## src/iprc_defs.vh

```
// Constants for the interrupt priority register bank and its selector.
// Assumes inclusion by bare name from the design files of this block.
`ifndef IPRC_DEFS_VH
`define IPRC_DEFS_VH

// ------------------------------------------------------------
// Register map (byte addresses inside the bank)
// ------------------------------------------------------------
`define IPRC_OFS_GROUP0    12'h400
`define IPRC_OFS_GROUP7    12'h41C
`define IPRC_OFS_STATUS    12'h420
`define IPRC_ADDR_W        12
`define IPRC_IDX_LSB       2
`define IPRC_IDX_W         3

// ------------------------------------------------------------
// Field layout
// ------------------------------------------------------------
`define IPRC_FIELD_W       8
`define IPRC_LVL_W         2
`define IPRC_LVL_LSB       6
`define IPRC_FIELDS_PER    4
`define IPRC_RST_LVL       2'h0
`define IPRC_WORD_ZERO     32'h0000_0000

// Status register layout: valid bit and winning number
`define IPRC_ST_VALID      31
`define IPRC_ST_LVL_LSB    8
`define IPRC_ST_ID_W       5

`endif

```

## src/iprc_level_ram.v

```verilog
// Level store: one two-bit level per interrupt, read and written per word.
// Assumes one clock, synchronous active-low reset, word accesses only.
`timescale 1ns/1ps
`include "iprc_defs.vh"

module iprc_level_ram #(
  parameter NUM_IRQ = 32
) (
  input  wire                      clk,
  input  wire                      rst_b,
  input  wire                      wr_en,
  input  wire [`IPRC_IDX_W-1:0]    wr_idx,
  input  wire [31:0]               wr_data,
  input  wire [`IPRC_IDX_W-1:0]    rd_idx,
  output reg  [31:0]               rd_data_r,
  output wire [NUM_IRQ*2-1:0]      levels
);

  reg [1:0] lvl_r [0:NUM_IRQ-1];
  integer   i;

  // ------------------------------------------------------------
  // Storage: only bits 7:6 of each byte are kept
  // ------------------------------------------------------------
  always @(posedge clk) begin
    if (!rst_b) begin
      for (i = 0; i < NUM_IRQ; i = i + 1) begin
        lvl_r[i] <= `IPRC_RST_LVL;
      end
    end else if (wr_en) begin
      for (i = 0; i < `IPRC_FIELDS_PER; i = i + 1) begin
        if (wr_idx * `IPRC_FIELDS_PER + i < NUM_IRQ) begin
          // Lowest interrupt in the lowest byte; low six bits dropped
          lvl_r[wr_idx*`IPRC_FIELDS_PER+i] <=
            wr_data[i*`IPRC_FIELD_W+`IPRC_LVL_LSB +: `IPRC_LVL_W];
        end
      end
    end
  end

  // Registered read word; unimplemented bits come back as zero
  always @(posedge clk) begin
    if (!rst_b) begin
      rd_data_r <= `IPRC_WORD_ZERO;
    end else begin
      rd_data_r <= `IPRC_WORD_ZERO;
      for (i = 0; i < `IPRC_FIELDS_PER; i = i + 1) begin
        if (rd_idx * `IPRC_FIELDS_PER + i < NUM_IRQ) begin
          rd_data_r[i*`IPRC_FIELD_W+`IPRC_LVL_LSB +: `IPRC_LVL_W] <=
            lvl_r[rd_idx*`IPRC_FIELDS_PER+i];
        end
      end
    end
  end

  // Flat view of all levels for the selector
  genvar g;
  generate
    for (g = 0; g < NUM_IRQ; g = g + 1) begin : g_flat
      assign levels[g*2 +: 2] = lvl_r[g];
    end
  endgenerate

endmodule // iprc_level_ram

```

## src/iprc_priority_bank.v

```verilog
// Interrupt priority register bank with APB slave and winner selection.
// Assumes an APB master on clk; enable and pending come from elsewhere.
//
// Behaviour
// - Each interrupt has its own 8-bit priority field, four to a 32-bit register.
// - There are as many registers as needed for the interrupts, eight for 32.
// - Only bits 31:30, 23:22, 15:14 and 7:6 of each register are stored.
// - A smaller level value means a more urgent interrupt.
// - All levels are zero after reset.
// - Register k holds interrupts 4k to 4k+3, lowest number in bits 7:6.
// - The usable levels are 0, 64, 128 and 192, with 0 most urgent.
// - Only pending and enabled interrupts may win; disabled ones never do.
`timescale 1ns/1ps
`include "iprc_defs.vh"

module iprc_priority_bank #(
  parameter NUM_IRQ = 32
) (
  input  wire                      clk,
  input  wire                      rst_b,
  input  wire                      psel,
  input  wire                      penable,
  input  wire                      pwrite,
  input  wire [`IPRC_ADDR_W-1:0]   paddr,
  input  wire [31:0]               pwdata,
  output reg  [31:0]               prdata,
  output wire                      pready,
  output wire                      pslverr,
  input  wire [NUM_IRQ-1:0]        irq_enable,
  input  wire [NUM_IRQ-1:0]        irq_pending,
  output reg                       win_valid_r,
  output reg  [`IPRC_ST_ID_W-1:0]  win_id_r,
  output reg  [`IPRC_FIELD_W-1:0]  win_level_r
);

  // Number of implemented registers follows the interrupt count
  localparam NUM_REG = (NUM_IRQ + `IPRC_FIELDS_PER - 1) / `IPRC_FIELDS_PER;

  // ------------------------------------------------------------
  // APB decode
  // ------------------------------------------------------------
  // End offset kept at address width on purpose; the bank never wraps the 12-bit map
  localparam [31:0]       OFS_END_W = `IPRC_OFS_GROUP0 + NUM_REG * (1 << `IPRC_IDX_LSB);
  wire [`IPRC_ADDR_W-1:0] ofs_end  = OFS_END_W[`IPRC_ADDR_W-1:0];
  wire                    hit_pri  = (paddr >= `IPRC_OFS_GROUP0) && (paddr < ofs_end) &&
                                     (paddr[1:0] == 2'h0);
  wire                    hit_st   = (paddr == `IPRC_OFS_STATUS);
  wire [`IPRC_IDX_W-1:0]  idx      = paddr[`IPRC_IDX_LSB +: `IPRC_IDX_W];
  wire [31:0]             ram_rd;
  wire [NUM_IRQ*2-1:0]    levels;

  // Zero wait states: the store word is registered at the setup edge
  assign pready  = 1'b1;
  // Unmapped or misaligned addresses are flagged; word-only bank
  assign pslverr = psel && penable && !hit_pri && !hit_st;

  wire wr_pri = psel && penable && pwrite && hit_pri;

  iprc_level_ram #(
    .NUM_IRQ (NUM_IRQ)
  ) u_ram (
    .clk       (clk),
    .rst_b     (rst_b),
    .wr_en     (wr_pri),
    .wr_idx    (idx),
    .wr_data   (pwdata),
    .rd_idx    (idx),
    .rd_data_r (ram_rd),
    .levels    (levels)
  );

  // Read mux; ram word is registered at the setup edge
  always @* begin
    prdata = `IPRC_WORD_ZERO;
    if (psel && penable && !pwrite) begin
      if (hit_pri) begin
        prdata = ram_rd;
      end else if (hit_st) begin
        prdata[`IPRC_ST_VALID]                          = win_valid_r;
        prdata[`IPRC_ST_LVL_LSB +: `IPRC_FIELD_W]       = win_level_r;
        prdata[`IPRC_ST_ID_W-1:0]                       = win_id_r;
      end
    end
  end

  // ------------------------------------------------------------
  // Winner selection
  // ------------------------------------------------------------
  // Strict compare keeps the earlier (lower numbered) candidate on ties
  reg                     best_v;
  reg [`IPRC_ST_ID_W-1:0] best_id;
  reg [1:0]               best_lvl;
  integer                 n;

  always @* begin
    best_v   = 1'b0;
    best_id  = {`IPRC_ST_ID_W{1'b0}};
    best_lvl = 2'h3;
    for (n = 0; n < NUM_IRQ; n = n + 1) begin
      if (irq_pending[n] && irq_enable[n]) begin
        if (!best_v || (levels[n*2 +: 2] < best_lvl)) begin
          best_v   = 1'b1;
          best_id  = n[`IPRC_ST_ID_W-1:0];
          best_lvl = levels[n*2 +: 2];
        end
      end
    end
  end

  // Winner is registered; level scaled to 0/64/128/192
  always @(posedge clk) begin
    if (!rst_b) begin
      win_valid_r <= 1'b0;
      win_id_r    <= {`IPRC_ST_ID_W{1'b0}};
      win_level_r <= {`IPRC_FIELD_W{1'b0}};
    end else begin
      win_valid_r <= best_v;
      win_id_r    <= best_id;
      win_level_r <= {best_lvl, 6'h00};
    end
  end

endmodule // iprc_priority_bank

```

## config.mk

```make
export PLATFORM = sky130hd
export DESIGN_NAME = iprc_priority_bank
export DESIGN_NICKNAME = d
export VERILOG_FILES = /design/src/iprc_level_ram.v /design/src/iprc_priority_bank.v
export VERILOG_INCLUDE_DIRS = /design/src
export SDC_FILE = /design/constraint.sdc
export NUM_CORES = 1
export LEC_CHECK = 0
export ABC_AREA = 1
export BUFFER_PORTS_ARGS = -buffer_cell sky130_fd_sc_hd__buf_4
export CAP_MARGIN = 10
export CORE_ASPECT_RATIO = 0.7
export CORE_MARGIN = 3
export CORE_UTILIZATION = 51
export DETAILED_ROUTE_END_ITERATION = 6
export GPL_TIMING_DRIVEN = 1
export PLACE_DENSITY = 0.76
export SLEW_MARGIN = 20
export SYNTH_ARGS = -nofsm -noshare
export SYNTH_HDL_FRONTEND = slang
export SYNTH_HIERARCHICAL = 1
export SYNTH_SLANG_ARGS = --single-unit
export TNS_END_PERCENT = 20
```

## constraint.sdc

```tcl
create_clock -name clk -period 14.9 [get_ports clk]
set_input_delay 0 -clock clk [delete_from_list [all_inputs] [get_ports clk]]
set_output_delay 0 -clock clk [all_outputs]
set_load 0.05 [all_outputs]
```

==> impl_metrics.prom <==
# TYPE chip_impl_metric gauge
chip_impl_info{name="run_status",value="finished with violations"} 1
chip_impl_info{name="violations",value="max-slew violations, negative setup slack"} 1
chip_impl_metric{name="power.density_cell_area",unit="nW/um2"} 101.4
chip_impl_metric{name="path_clk_slew",unit="ns"} 0.06
chip_impl_metric{name="design.portCount",unit=""} 161
chip_impl_metric{name="relative_area_change_from_synthesis_to_final_layout",unit="%"} 25.99
chip_impl_metric{name="routed_wirelength",unit="um"} 19920
chip_impl_metric{name="hold_slack",unit="ns"} 0.007473
chip_impl_metric{name="dr_total_vias",unit=""} 7380
chip_impl_metric{name="post_detailed_route_wirelength_per_cell",unit="um"} 13.58
chip_impl_metric{name="maxClockFrequency",unit="MHz"} 66.77
chip_impl_metric{name="timing.critical_path.buf_inv",unit=""} 3
chip_impl_metric{name="total_switching_power",unit="mW"} 0.3639
chip_impl_metric{name="grt.total_usage",unit="%"} 23.30
chip_impl_metric{name="timing.max_cap.violations",unit=""} 0
chip_impl_metric{name="fraction_of_power_consumed_by_the_clock_network",unit="%"} 23.4
chip_impl_info{name="timing_worst_setup_path_type",value="flop to flop"} 1
chip_impl_metric{name="postPlaceCellArea",unit="um2"} 8021
chip_impl_metric{name="cts_buffer_depth",unit=""} 2
chip_impl_metric{name="share_comb_of_total_power",unit="%"} 46.9
chip_impl_metric{name="number_of_antenna_violations_at_the_first_check_in_global_routing",unit=""} 0
chip_impl_metric{name="place.port_buffers",unit=""} 110
chip_impl_info{name="tritoncts_clock_tree",value="done"} 1
chip_impl_metric{name="drt-pass1-iter-count",unit=""} 5
chip_impl_info{name="end_kind",value="flop"} 1
chip_impl_metric{name="ys_seq_area_share",unit="%"} 31.30
chip_impl_metric{name="area.sequential",unit="um2"} 2242
chip_impl_metric{name="cp_data_arrival_time",unit="ns"} 15.24
chip_impl_metric{name="core_region_area",unit="um2"} 13440
chip_impl_metric{name="finalSetupViolations",unit=""} 3
chip_impl_metric{name="postSynthAreaPerCell",unit="um2"} 6.306
chip_impl_metric{name="drcViolationCount",unit=""} 0
chip_impl_metric{name="worst_path_largest_cell_delay",unit="ns"} 0.43
chip_impl_metric{name="switching_share",unit="%"} 39.77
chip_impl_metric{name="gp_congestion",unit=""} 0.8308
chip_impl_metric{name="synthesis.area",unit="um2"} 7163
chip_impl_metric{name="synthCells",unit=""} 1136
chip_impl_metric{name="worst-path-max-fanout",unit=""} 7
chip_impl_metric{name="insertedDiodeCount",unit=""} 0
chip_impl_metric{name="postSynthRegisterBits",unit=""} 80
chip_impl_info{name="rsz0062_at_grt",value="yes"} 1
chip_impl_metric{name="final.min_clock_period",unit="ns"} 14.98
chip_impl_metric{name="tritoncts_buffers",unit=""} 9
chip_impl_metric{name="final_core_util",unit="%"} 67.13
chip_impl_metric{name="internal-power",unit="mW"} 0.5512
chip_impl_metric{name="insertion_delay",unit="ns"} 0.33
chip_impl_metric{name="grt_overflow",unit=""} 0
chip_impl_metric{name="start_util",unit="%"} 53.28
chip_impl_metric{name="slew_viol_final",unit=""} 19
chip_impl_metric{name="synth-warning-count",unit=""} 6
chip_impl_metric{name="number_of_global_route_vias_before_repair",unit=""} 6147
chip_impl_metric{name="layout-drive-gt1-share",unit="%"} 25.51
chip_impl_info{name="top_cell_type_by_total_area_after_synthesis",value="sky130_fd_sc_hd__edfxtp_1"} 1
chip_impl_metric{name="area_used_by_multi_input_combinational_logic",unit="um2"} 4255
chip_impl_metric{name="die_width",unit="um"} 147.7
chip_impl_info{name="timing.critical_path.slowest_stage_cell",value="sky130_fd_sc_hd__edfxtp_1"} 1
chip_impl_metric{name="hpwl",unit="um"} 14420
chip_impl_metric{name="max-slew-margin-rel",unit="%"} -4.640
chip_impl_metric{name="global_route_wire_length_before_repair",unit="um"} 29640
chip_impl_metric{name="timing.clock.skew",unit="ns"} 0.007741
chip_impl_metric{name="final_area",unit="um2"} 9025
chip_impl_metric{name="h_tree_levels",unit=""} 3
chip_impl_info{name="crit_family",value="simple AND/OR/NAND/NOR gates"} 1
chip_impl_metric{name="dr.first_iter.drc_count",unit=""} 841
chip_impl_metric{name="yosysUniqueCellTypes",unit=""} 37
chip_impl_metric{name="row_count",unit=""} 35
chip_impl_metric{name="power.share.sequential",unit="%"} 29.7
chip_impl_metric{name="layout_worst_path_cycle_share",unit="%"} 100.5
chip_impl_info{name="worst_path_most_repeated_cell",value="sky130_fd_sc_hd__nand2_2"} 1
chip_impl_info{name="worst_hold_path_type",value="input pin to flop"} 1
chip_impl_metric{name="layout.filler_cells",unit=""} 1172
chip_impl_info{name="synthTopCellsByArea",value="sky130_fd_sc_hd__edfxtp_1, sky130_fd_sc_hd__nand2_1, sky130_fd_sc_hd__inv_1"} 1
chip_impl_metric{name="layout.nets",unit=""} 1398
chip_impl_metric{name="final_critical_path_setup_slack",unit="ns"} -0.07692
chip_impl_metric{name="detail_route.vias_per_cell",unit=""} 5.031
chip_impl_metric{name="synthDominantCellAreaShare",unit="%"} 26.83
chip_impl_metric{name="timing.final.hold_violations",unit=""} 0
chip_impl_metric{name="drt.antenna.violating_nets",unit=""} 0
chip_impl_metric{name="die_h",unit="um"} 105.2
chip_impl_metric{name="critical_path_required",unit="ns"} 15.16
chip_impl_metric{name="clock_net_sink_count",unit=""} 80
chip_impl_info{name="worstSetupStartpointType",value="flop"} 1
chip_impl_metric{name="grt_max_degree",unit=""} 37
chip_impl_metric{name="p_leak",unit="nW"} 5.017
chip_impl_metric{name="floorplan.die_area",unit="um2"} 15530
chip_impl_metric{name="design_power_total",unit="mW"} 0.9152
chip_impl_metric{name="vdd.ir_drop.worst",unit="uV"} 68.76
chip_impl_metric{name="worstMarginPinSlew",unit="ns"} 1.566
chip_impl_info{name="clock-root-buffer",value="sky130_fd_sc_hd__clkbuf_16"} 1
==> what timing repair did <==
action | 4_1_cts | 5_1_grt
setup endpoints to repair | 7 | 7
hold endpoints to repair | 1 | 0
buffers inserted | 0 | 33
hold buffers | 1 | 0
cloned | 0 | 0
pin swaps | 0 | 76
resized for setup | 7 | 113
==> final cells by class <==
class                           count  area share (%)
Multi-Input combinational cell    806           47.15
Sequential cell                    80           24.84
Timing Repair Buffer              153           12.75
Inverter                          228           9.511
Tap cell                          185           2.565
Clock buffer                        9           2.495
Clock inverter                      6          0.6793
==> per-stage QoR <==
stage,TNS [ns],cells,setup WS [ns]
finish,-0.1471,1467,-0.07692
global route,-8.714,1467,-1.322
CTS,0,1434,0.04224
detailed placement,-3.075,1418,-0.5154
global placement,-0.05117,1418,-0.03028
floorplan,0,1164,1.419
==> registers in the layout, summed over array words and instances, names as in the netlist <==
signal           flops
u_ram/lvl_r         64
win_level_r          2
win_id_r             5
win_valid_r          1
u_ram/rd_data_r      8
==> tightest hold or removal path, delay by kind of cell <==
| family | cells | cell delay (ns) |
|---|---|---|
| compound gates | 1 | 0.09 |
| simple gates | 1 | 0.09 |
| buf+inv | 1 | 0.11 |
==> layer usage <==
metal  vias up  part of all wire [%]  global-route usage, %
li1       3761                     -                      -
met2       303                    44                  34.74
met1      3296                    45                  35.99
met3        20                    10                  3.684
met4         0                  0.88                  3.790
met5         -                     0                      0
==> layout by cell type, fill, tap and decap left out, drive strengths merged, types with 8 or more instances in the layout <==
cell,count
a21oi,38
buf,152
clkbuf,9
conb,31
dfxtp,16
edfxtp,64
inv,225
nand2,387
nand3,124
nand4,8
nor2,127
nor3b,24
o21ai,33
==> synthesized netlist by cell type <==
cell type                  count
sky130_fd_sc_hd__ha_1          7
sky130_fd_sc_hd__nor2_4        2
sky130_fd_sc_hd__nand2_4      10
sky130_fd_sc_hd__nand3_2       4
sky130_fd_sc_hd__o21ai_1       5
sky130_fd_sc_hd__buf_4        34
sky130_fd_sc_hd__nor3b_1      24
sky130_fd_sc_hd__nand2_1     320
sky130_fd_sc_hd__o211ai_1      7
sky130_fd_sc_hd__buf_2         3
sky130_fd_sc_hd__inv_2         2
sky130_fd_sc_hd__clkinv_1      3
sky130_fd_sc_hd__nor2_1      125
sky130_fd_sc_hd__nand3_1     120
sky130_fd_sc_hd__inv_1       222
sky130_fd_sc_hd__nor4_1        2
sky130_fd_sc_hd__edfxtp_1     64
sky130_fd_sc_hd__conb_1        3
sky130_fd_sc_hd__o21ai_0      28
sky130_fd_sc_hd__inv_4         1
sky130_fd_sc_hd__nand3b_4      1
sky130_fd_sc_hd__a41oi_1       1
sky130_fd_sc_hd__nor3_1        4
sky130_fd_sc_hd__a32oi_1       1
sky130_fd_sc_hd__a22oi_1       1
sky130_fd_sc_hd__clkbuf_1      6
sky130_fd_sc_hd__a21oi_1      38
sky130_fd_sc_hd__nand2_2      57
sky130_fd_sc_hd__o2111a_1      1
sky130_fd_sc_hd__or4_1         1
sky130_fd_sc_hd__nand4_1       8
sky130_fd_sc_hd__a31oi_1       2
sky130_fd_sc_hd__buf_6         7
sky130_fd_sc_hd__o22ai_1       1
sky130_fd_sc_hd__dfxtp_1      16
sky130_fd_sc_hd__a21boi_1      4
sky130_fd_sc_hd__and3_1        1
==> cells by family after synthesis <==
family | after synthesis | share of synthesized area, %
and+or+nand+nor | 679 | 43.27
buffers and inverters | 278 | 17.17
AOI/OAI and AO/OA | 89 | 6.882
DFF | 80 | 31.30
adders and majority gates | 7 | 1.223
other | 3 | 0.1572
==> power groups by stage <==
| stage | Clock, mW | Sequential [mW] | Combinational, mW |
|---|---|---|---|
| after global placement | 0 | 0.275 | 0.331 |
| after detailed placement | 0 | 0.275 | 0.338 |
| after global routing | 0.226 | 0.274 | 0.470 |
| after floorplan | 0 | 0.293 | 0.234 |
| after CTS | 0.215 | 0.271 | 0.341 |
| final | 0.214 | 0.272 | 0.429 |
==> final timing paths <==
kind                                         start                   endpoint  slack [ns]  cells past startpoint
setup / recovery   u_ram/lvl_r[0][1]$_SDFFCE_PN0P_  win_level_r[7]$_SDFF_PN0_       -0.08                    160
hold / removal                     irq_pending[31]     win_valid_r$_SDFF_PN0_       0.007                      3
setup reg to reg   u_ram/lvl_r[0][1]$_SDFFCE_PN0P_  win_level_r[7]$_SDFF_PN0_       -0.08                    160
hold reg to reg   u_ram/lvl_r[31][0]$_SDFFCE_PN0P_  win_level_r[6]$_SDFF_PN0_        0.60                      2
(Power assumes the default switching activity.)
